File: src/rosel_pkg.sv
package rosel_pkg;

  // Bus and map geometry.
  localparam int           ADDR_W     = 12;
  localparam int           NUM_REGS   = 6;
  localparam int           NUM_PINS   = 12;
  localparam int           NUM_FUNC   = 32;
  localparam int           FIELD_W    = 5;

  // Register byte offsets, one aligned word each.
  localparam logic [11:0]  OFF_PINS_12_13 = 12'h000;
  localparam logic [11:0]  OFF_PINS_14_15 = 12'h004;
  localparam logic [11:0]  OFF_PINS_16_17 = 12'h008;
  localparam logic [11:0]  OFF_PINS_18_19 = 12'h00C;
  localparam logic [11:0]  OFF_PINS_20_21 = 12'h010;
  localparam logic [11:0]  OFF_PINS_22_23 = 12'h014;

  // Field positions inside each selection register.
  localparam int           EVEN_LSB   = 0;
  localparam int           ODD_LSB    = 8;

  // Reset value of a selection field; zero also means no peripheral.
  localparam logic [4:0]   SEL_NONE   = 5'h00;

  // Pin index of the first field that exists only on the large package.
  localparam logic [3:0]   LARGE_FIRST_PIN = 4'h4;

  // Reset value of the bus read data.
  localparam logic [31:0]  RDATA_RST  = 32'h0000_0000;

endpackage

File: src/rosel_sel_if.sv
`timescale 1ns/100ps
interface rosel_sel_if;
  import rosel_pkg::*;

  // Per-pin function selects, peripheral outputs and port data.
  logic [FIELD_W-1:0]  func_sel [NUM_PINS];
  logic [NUM_FUNC-1:0] periph_out;
  logic [NUM_PINS-1:0] port_out;
  logic [NUM_PINS-1:0] pin_out;
  logic [NUM_PINS-1:0] pin_owned;

  modport ctrl (
    output func_sel,
    output periph_out,
    output port_out,
    input  pin_out,
    input  pin_owned
  );

  modport mux (
    input  func_sel,
    input  periph_out,
    input  port_out,
    output pin_out,
    output pin_owned
  );

endinterface

File: src/rosel_pin_mux.sv
`timescale 1ns/100ps
module rosel_pin_mux
  import rosel_pkg::*;
(
  // Select bus from the register file.
  rosel_sel_if.mux sel_bus
);

  // Picks the numbered peripheral output, or the port bit for select zero.
  function automatic logic route_bit(input logic [FIELD_W-1:0]  sel,
                                     input logic [NUM_FUNC-1:0] funcs,
                                     input logic                port_bit);
    route_bit = (sel == SEL_NONE) ? port_bit : funcs[sel];
  endfunction

  // Each remappable pin gets its own selector.
  always_comb begin
    for (int p = 0; p < NUM_PINS; p++) begin
      sel_bus.pin_out[p]   = route_bit(sel_bus.func_sel[p],
                                       sel_bus.periph_out,
                                       sel_bus.port_out[p]);
      sel_bus.pin_owned[p] = (sel_bus.func_sel[p] != SEL_NONE);
    end
  end

endmodule

File: src/rosel_top.sv
`timescale 1ns/100ps
// Functional notes
// - Bits 15:13 and 7:5 of each register ignore writes and read zero.
// - Bits 12:8 select the function of odd pin 13, 15, 17, 19, 21 or 23.
// - Bits 4:0 select the function of even pin 12, 14, 16, 18, 20 or 22.
// - Every implemented selection field is zero after power-on reset.
// - Pin 16 to 23 fields exist only on the large package, else read zero.
module rosel_top
  import rosel_pkg::*;
#(
  parameter bit LARGE_PKG = 1'b1
) (
  // Clock and reset.
  input  wire logic                I_CLK,
  input  wire logic                I_ARST_N,
  // APB slave.
  input  wire logic                I_PSEL,
  input  wire logic                I_PENABLE,
  input  wire logic                I_PWRITE,
  input  wire logic [ADDR_W-1:0]   I_PADDR,
  input  wire logic [31:0]         I_PWDATA,
  input  wire logic [3:0]          I_PSTRB,
  output logic      [31:0]         O_PRDATA,
  output logic                     O_PREADY,
  output logic                     O_PSLVERR,
  // Peripheral outputs, function number is the bit index, bit 0 unused.
  input  wire logic [NUM_FUNC-1:0] I_PERIPH_OUT,
  // Ordinary port data for pins 12 to 23.
  input  wire logic [NUM_PINS-1:0] I_PORT_OUT,
  // Remappable pins 12 to 23.
  output logic      [NUM_PINS-1:0] O_PIN_OUT,
  output logic      [NUM_PINS-1:0] O_PIN_OWNED
);

  rosel_sel_if sel_bus ();

  logic [FIELD_W-1:0]  sel_q [NUM_PINS];
  logic [FIELD_W-1:0]  sel_d [NUM_PINS];
  logic [31:0]         prdata_q, prdata_d;
  logic                pready_q, pready_d;
  logic                pslverr_q, pslverr_d;
  logic [NUM_PINS-1:0] pin_out_q, pin_out_d;
  logic [NUM_PINS-1:0] owned_q, owned_d;
  logic                hit;
  logic [2:0]          idx;
  logic [3:0]          dec;
  logic [3:0]          even_pin, odd_pin;
  logic                wr_acc;
  logic                setup;

  // Maps a byte address onto a register index.
  function automatic logic [3:0] decode(input logic [ADDR_W-1:0] addr);
    case (addr)
      OFF_PINS_12_13: decode = 4'h8;
      OFF_PINS_14_15: decode = 4'h9;
      OFF_PINS_16_17: decode = 4'hA;
      OFF_PINS_18_19: decode = 4'hB;
      OFF_PINS_20_21: decode = 4'hC;
      OFF_PINS_22_23: decode = 4'hD;
      default:        decode = 4'h0;
    endcase
  endfunction

  // True when a pin's field exists on this package.
  function automatic logic field_impl(input logic [3:0] pin);
    field_impl = LARGE_PKG || (pin < LARGE_FIRST_PIN);
  endfunction

  // Address decode and phase qualifiers.
  assign dec      = decode(I_PADDR);
  assign hit      = dec[3];
  assign idx      = dec[2:0];
  assign even_pin = {idx, 1'b0};
  assign odd_pin  = {idx, 1'b1};
  assign setup    = I_PSEL && !I_PENABLE;
  assign wr_acc   = I_PSEL && I_PENABLE && pready_q && I_PWRITE && hit;

  // Connect the register file to the pin selectors.
  assign sel_bus.func_sel   = sel_q;
  assign sel_bus.periph_out = I_PERIPH_OUT;
  assign sel_bus.port_out   = I_PORT_OUT;

  rosel_pin_mux u_mux (
    .sel_bus (sel_bus.mux)
  );

  // Next values of fields, bus answer and pin outputs.
  always_comb begin
    sel_d = sel_q;
    if (wr_acc) begin
      if (I_PSTRB[0] && field_impl(even_pin)) begin
        sel_d[even_pin] = I_PWDATA[EVEN_LSB +: FIELD_W];
      end
      if (I_PSTRB[1] && field_impl(odd_pin)) begin
        sel_d[odd_pin] = I_PWDATA[ODD_LSB +: FIELD_W];
      end
    end
    pready_d  = setup;
    pslverr_d = setup && !hit;
    prdata_d  = RDATA_RST;
    if (setup && !I_PWRITE && hit) begin
      prdata_d = {16'h0000, 3'h0, sel_q[odd_pin],
                  3'h0, sel_q[even_pin]};
    end
    pin_out_d = sel_bus.pin_out;
    owned_d   = sel_bus.pin_owned;
  end

  // State registers.
  always_ff @(posedge I_CLK or negedge I_ARST_N) begin
    if (!I_ARST_N) begin
      for (int p = 0; p < NUM_PINS; p++) begin
        sel_q[p] <= SEL_NONE;
      end
      prdata_q  <= RDATA_RST;
      pready_q  <= 1'b0;
      pslverr_q <= 1'b0;
      pin_out_q <= '0;
      owned_q   <= '0;
    end else begin
      sel_q     <= sel_d;
      prdata_q  <= prdata_d;
      pready_q  <= pready_d;
      pslverr_q <= pslverr_d;
      pin_out_q <= pin_out_d;
      owned_q   <= owned_d;
    end
  end

  // Outputs straight from flip-flops.
  assign O_PRDATA    = prdata_q;
  assign O_PREADY    = pready_q;
  assign O_PSLVERR   = pslverr_q;
  assign O_PIN_OUT   = pin_out_q;
  assign O_PIN_OWNED = owned_q;

  // Helper state for the checks below.
  logic                rst_seen_q;
  logic [FIELD_W-1:0]  wr_even_val, wr_odd_val;
  logic [FIELD_W*8-1:0] large_sels;

  always_ff @(posedge I_CLK or negedge I_ARST_N) begin
    if (!I_ARST_N) begin
      rst_seen_q <= 1'b0;
    end else begin
      rst_seen_q <= 1'b1;
    end
  end

  assign wr_even_val = I_PWDATA[EVEN_LSB +: FIELD_W];
  assign wr_odd_val  = I_PWDATA[ODD_LSB +: FIELD_W];
  assign large_sels  = {sel_q[11], sel_q[10], sel_q[9], sel_q[8],
                        sel_q[7], sel_q[6], sel_q[5], sel_q[4]};

  for (genvar g = 0; g < NUM_PINS; g++) begin : g_pin_chk

  end
endmodule

File: config.mk
export PLATFORM = sky130hd
export DESIGN_NAME = rosel_top
export DESIGN_NICKNAME = d
export VERILOG_FILES = /design/src/rosel_pkg.sv /design/src/rosel_sel_if.sv /design/src/rosel_pin_mux.sv /design/src/rosel_top.sv
export SDC_FILE = /design/constraint.sdc
export NUM_CORES = 1
export LEC_CHECK = 0
export BUFFER_PORTS_ARGS = -buffer_cell sky130_fd_sc_hd__buf_2
export CORE_ASPECT_RATIO = 0.7
export CORE_MARGIN = 1.5
export CORE_UTILIZATION = 56
export DETAILED_ROUTE_END_ITERATION = 7
export PLACE_DENSITY_LB_ADDON = 0.3
export RECOVER_POWER = 50
export SYNTH_ARGS = -nofsm -noshare
export SYNTH_HDL_FRONTEND = slang
export SYNTH_SLANG_ARGS = --single-unit
File: constraint.sdc
create_clock -name I_CLK -period 2.4 [get_ports I_CLK]
set_clock_uncertainty 0.05 [all_clocks]
set_input_delay 0.24 -clock I_CLK [delete_from_list [all_inputs] [get_ports I_CLK]]
set_output_delay 0.24 -clock I_CLK [all_outputs]
set_load 0.01 [all_outputs]
After elaboration in Yosys (flattened, before gate mapping)

Index checks and enable logic that the tools add are counted.

Bitwise operators: 2
Eq/ne operators: 5
Order comparisons: 16
Reductions and logical operators: 38
Mux-type cells: 53

Operator list:

| operator              | count |
|---|---|
| $mux W60              | 3 |
| $bwmux W60            | 2 |
| $lt A5 B6 Y1 const B  | 12 |
| $bmux W1 S5           | 12 |
| $logic_not A5 Y1      | 12 |
| $reduce_bool A5 Y1    | 12 |
| $bmux W5 S4           | 2 |
| $demux W5 S4          | 2 |
| $mux W5               | 6 |
| $eq A12 B4 Y1 const B | 2 |
| $eq A12 B5 Y1 const B | 2 |
| $mux W1               | 24 |
| $pmux W4 S6           | 1 |
| $mux W13              | 1 |
| $eq A12 B3 Y1 const B | 1 |
| $logic_not A12 Y1     | 1 |
| $ge A5 B5 Y1 const B  | 2 |
| $logic_and A1 B1 Y1   | 10 |
| $lt A5 B1 Y1 const B  | 2 |
| $not A4 Y5            | 2 |
| $logic_not A1 Y1      | 3 |

Output and inout bits: 58
Register bits after elaboration: 118
Bits of input ports: 97
Logic and storage cells: 131

Logic depth before layout (Yosys ltp)

Word-level depth: 12
Mapped depth: 7
Depth with buffers taken out: 5

Modules after synthesis

From an unflattened synthesis, not the netlist that was laid out.

Cell total of the unflattened synthesis: 766
Area, all modules: 7950.1 um2

Modules (own cells, without submodules):

| module        | cells an instance | seq. area each (um2) | times used | area an instance (um2) |
|---|---|---|---|---|
| rosel_top     | 286               | 2402.3               | 1          | 4027.6 |
| rosel_pin_mux | 480               | 0.0                  | 1          | 3922.5 |

Worst setup path before layout

Ideal clock, no wire load.

Path type: flip-flop to flip-flop
Start: reg sel_q, in the netlist sel_bus.func_sel[40]
End: reg pin_out_q[3], in the netlist O_PIN_OUT[3]
Arrival: 1819 ps
Cell stages (with the launch flop): 5
Data required time: 2227 ps
Setup time: 123 ps
Path slack: 408 ps
Buffers on the path: 1
Period minus slack after synthesis: 1992 ps
Cells stage by stage: dfrtp_1 > buf_2 > mux4_2 > mux4_2 > o221a_1

Cells in the longest elaborated chain, start to end: 3
Elaborated cells between the ends (all ways): 4
Those cells by class: mux: 3; reduce/logical: 1

RTL lines:

| item                          | RTL line            | text |
|---|---|---|
| start: declaration            | rosel_top.sv:37     | `logic [FIELD_W-1:0] sel_q [NUM_PINS];` |
| start signal: assignment      | rosel_top.sv:121    | `sel_q <= sel_d;` |
| $bmux W1 S5                   | rosel_pin_mux.sv:13 | `route_bit = (sel == SEL_NONE) ? port_bit : funcs[sel];` |
| $mux W1 (implied by the code) | rosel_pin_mux.sv:13 |  |
| $mux W1 (*)                   | rosel_pin_mux.sv:13 |  |
| via pin_out_d[3]              | rosel_top.sv:42     | `logic [NUM_PINS-1:0] pin_out_q, pin_out_d;` |
| end signal: assignment        | rosel_top.sv:125    | `pin_out_q <= pin_out_d;` |
| end: declaration              | rosel_top.sv:42     |  |

The timed path passes the listed nets; every way through them passes the cells marked *. The select of a mux whose other input is x is not followed.
A chain may end at the register's enable or synchronous reset.

Worst setup path after layout

Start: reg sel_q, in the netlist sel_bus.func_sel[50]
End: reg pin_out_q[1], in the netlist O_PIN_OUT[1]

The elaborated chain is that of the path after synthesis.

==> results.md <==
- Final setup viols: 0
- Antenna Nets Post-Route: 0
- Clock network fraction of total power: 0.388
- PwrDens: around 440 mW/mm2
- Starting density of the core: 0.584
- Final RePlAce weighted congestion: just under 1
- Top FF cell, synth: dfrtp_1
- Data arrival, critical path: between 2 and 2.5 ns
- Synth warn: 0
- Peak supply drop: 0.324 mV
- Max cap viols: 0
- Routed length per instance: ~28 um
- Post-CTS Setup Inserts: 0
- Combinational power share: 0.153
- Fraction of layout cells with a size suffix above 1: 0.372
- Cell Area, Synth: approximately 0.0073 mm2
- Final Util: 0.642
- Failing checks: design-rule violations
- First-pass GRT wire length: ~34,000 um
- Gate Count Post-Synth: 583
- Number of synthesized register bits: 96
- DRC viols: 9
- Seq/Total Area, Yosys: 0.327
- CTS clk-pin slew, worst paths: roughly 0.070 ns
- Switch share: 0.276
- Hold-fix buffers, CTS: 1
- Yosys cell types: 48
- Max Slew Vio Count: 0
- Hpwl dp: approximately 15,000 um
- Worst setup margin: between 0.1 and 0.15 ns
- WHS Endpoint: O_PREADY$_DFF_PN0_
- Clk sinks: 96
- Worst slew pin tran: 1.40 ns
- Latest clock arrival within the worst-skew pair: about 0.35 ns
- Die Span Y: 98.8 um
- Number of DRC markers in iteration 0: 1,051
- Max FO, Critical Path: 12
- Fmax: 441 MHz
- Largest net degree at the start of global routing: 56
- CTS tree: yes
- Worst Hold Depth: 2
- Tmin final: approximately 2.3 ns
- Post-route insts no fill: ~800
- Hold WC Path Type: input port to register
- Internal: around 2600 uW
- Num CTS Buffers: 9
- Max-slew headroom: 0.0695
- HP Start: I_PENABLE
- R2R Setup Slk: approximately 0.13 ns
- Vias in the first global route: 5,960
- TNS Setup: 0 ns
- Worst Setup Path Type: register to register
- Total die area: around 0.014 mm2
- Vias per cell: 7.47
- Initial DRT Pass Iterations: 8
- NetSw: just under 1000 uW
- Post-synth EDFFs: 0
- R2R Path Start: sel_bus.func_sel[50]$_DFFE_PN0P_
- Port Buffer Count: about 110
- Core area: 0.0126 mm2
- RR Endpoint: O_PIN_OUT[1]$_DFF_PN0_
- Share of power burned in registers: 0.459
- Routed via count: a little over 6,000
- Asr flop ratio synth: 1.00
- Max H-tree Level: 3
- Required @ worst endpoint: roughly 2.6 ns
- Overall routing resource usage: 0.338
- Crit start category: register
- Initial antenna violation count: 1
- Period utilisation layout: 0.944
- Worst Reg-to-Reg Cells: 3
- Type of destination of the critical path: register
- Maximum buffer depth of the clock tree: 2
- Width of the chip: between 100 and 150 um
- Avg Cell Area, Syn: between 10 and 15 um2
- Clock Tree Root: clkbuf_16
- Status: finished, violations left
- RSZ-0062 raised after global routing: no
- I/O pin count: around 160
- Layout net count: roughly 750
- P_leak: around 0.0033 uW
- WL final: 22,700 um
- Overflow after GRT: 0
- Final Hold Viols: 0
- Pre-CTS setup slack: 0.0950 ns
- Post-cts sizing count: 0
- Area growth from synthesis to final layout: 9.99%
- Rows: 34
- Inst Count DP: between 700 and 800
-- synthesized netlist by cell type, types with 7 or more instances --
library cell | n | share of area
a21oi_1 | 12 | 0.0082
buf_2 | 14 | 0.0095
buf_4 | 24 | 0.025
clkbuf_1 | 47 | 0.024
dfrtp_1 | 96 | 0.33
inv_1 | 10 | 0.0051
mux2_1 | 41 | 0.063
mux2_2 | 27 | 0.041
mux2i_1 | 21 | 0.029
mux4_2 | 102 | 0.31
nand2_1 | 23 | 0.012
nor2_1 | 30 | 0.015
nor3_1 | 15 | 0.010
nor3b_1 | 8 | 0.0082
nor4_1 | 7 | 0.0060
o22ai_1 | 20 | 0.017
-- flip-flops by register name (all words and copies together) (netlist names) --
signal            cells
O_PRDATA             10
sel_bus.func_sel     20
O_PREADY              1
O_PIN_OWNED          12
O_PSLVERR             1
O_PIN_OUT            12
large_sels           40
-- kinds of logic (layout without fill, tap and decap cells) --
logic type / after synthesis / count (layout) / synth area share
buf+inv: 100 / 149 / 0.0657
simple gates: 127 / 127 / 0.0982
flops: 96 / 96 / 0.327
other cells: 1 / 23 / 0.000510
compound gates: 68 / 68 / 0.0632
mux: 191 / 191 / 0.445
-- worst max path at each step --
stage          depth (start not counted)                          to  slack (ns)                             start
2_1_floorplan                          4      O_PIN_OUT[3]$_DFF_PN0_        0.41  sel_bus.func_sel[40]$_DFFE_PN0P_
5_1_grt                                3      O_PIN_OUT[1]$_DFF_PN0_        0.05  sel_bus.func_sel[50]$_DFFE_PN0P_
6_report                               3      O_PIN_OUT[1]$_DFF_PN0_        0.13  sel_bus.func_sel[50]$_DFFE_PN0P_
3_3_place_gp                           6  large_sels[37]$_DFFE_PN0P_        0.15                        I_PADDR[7]
4_1_cts                                3      O_PIN_OUT[1]$_DFF_PN0_        0.13  sel_bus.func_sel[50]$_DFFE_PN0P_
3_5_place_dp                           6  large_sels[35]$_DFFE_PN0P_        0.09                        I_PADDR[7]
-- final cells by class --
| class | instances | area (um2) |
|---|---|---|
| flip-flops and latches | 96 | 2400 |
| clock buffers | 12 | 246 |
| repair buffers | 123 | 619 |
| fillers | 998 | 4510 |
| well taps | 162 | 203 |
| clock inverters | 4 | 30.0 |
| inverters | 10 | 37.5 |
| diodes | 1 | 2.50 |
| multi-input cells | 408 | 4540 |
-- critical path: stages, from the launching register on --
cell	delay, ns
dfrtp_1	0.70
mux4_2	0.60
mux4_2	0.50
mux2_2	0.30
-- power groups by stage --
stage | clock, uW | combinational, uW | sequential, uW
4_1_cts | 1390 | 525 | 1630
2_1_floorplan | 0 | 298 | 1670
3_5_place_dp | 0 | 522 | 1660
3_3_place_gp | 0 | 505 | 1660
5_1_grt | 1460 | 561 | 1630
6_report | 1380 | 545 | 1630
-- layer usage --
layer,part of all wire,vias to the layer above,global-route usage
met5,0,-,0
met4,0.042,0,0.133
met3,0.17,111,0.139
met2,0.43,615,0.489
met1,0.36,2979,0.458
li1,-,2388,-
-- through the flow --
step | cell area (um2) | power, uW | hold WS (ns)
final | 8080 | 3560 | 0.0128
after global routing | 8080 | 3650 | 0.0195
after CTS | 8130 | 3550 | 0.0104
after detailed placement | 7850 | 2190 | 0.291
after global placement | 7850 | 2170 | 0.261
after floorplan | 7430 | 1970 | -0.106
-- cell usage in the layout (no fill, tap or decap), types with 15 or more instances in the layout --
cell type  synthesis  final
nand2_1           23     23
mux2_1            41     41
nor2_1            30     30
o22ai_1           20     20
mux4_2           102    102
dfrtp_1           96     96
nor3_1            15     15
clkbuf_1          47     39
mux2_2            27     27
buf_2             14     71
conb_1             1     22
mux2i_1           21     21
Note: power is estimated with default switching activity, not from simulation.
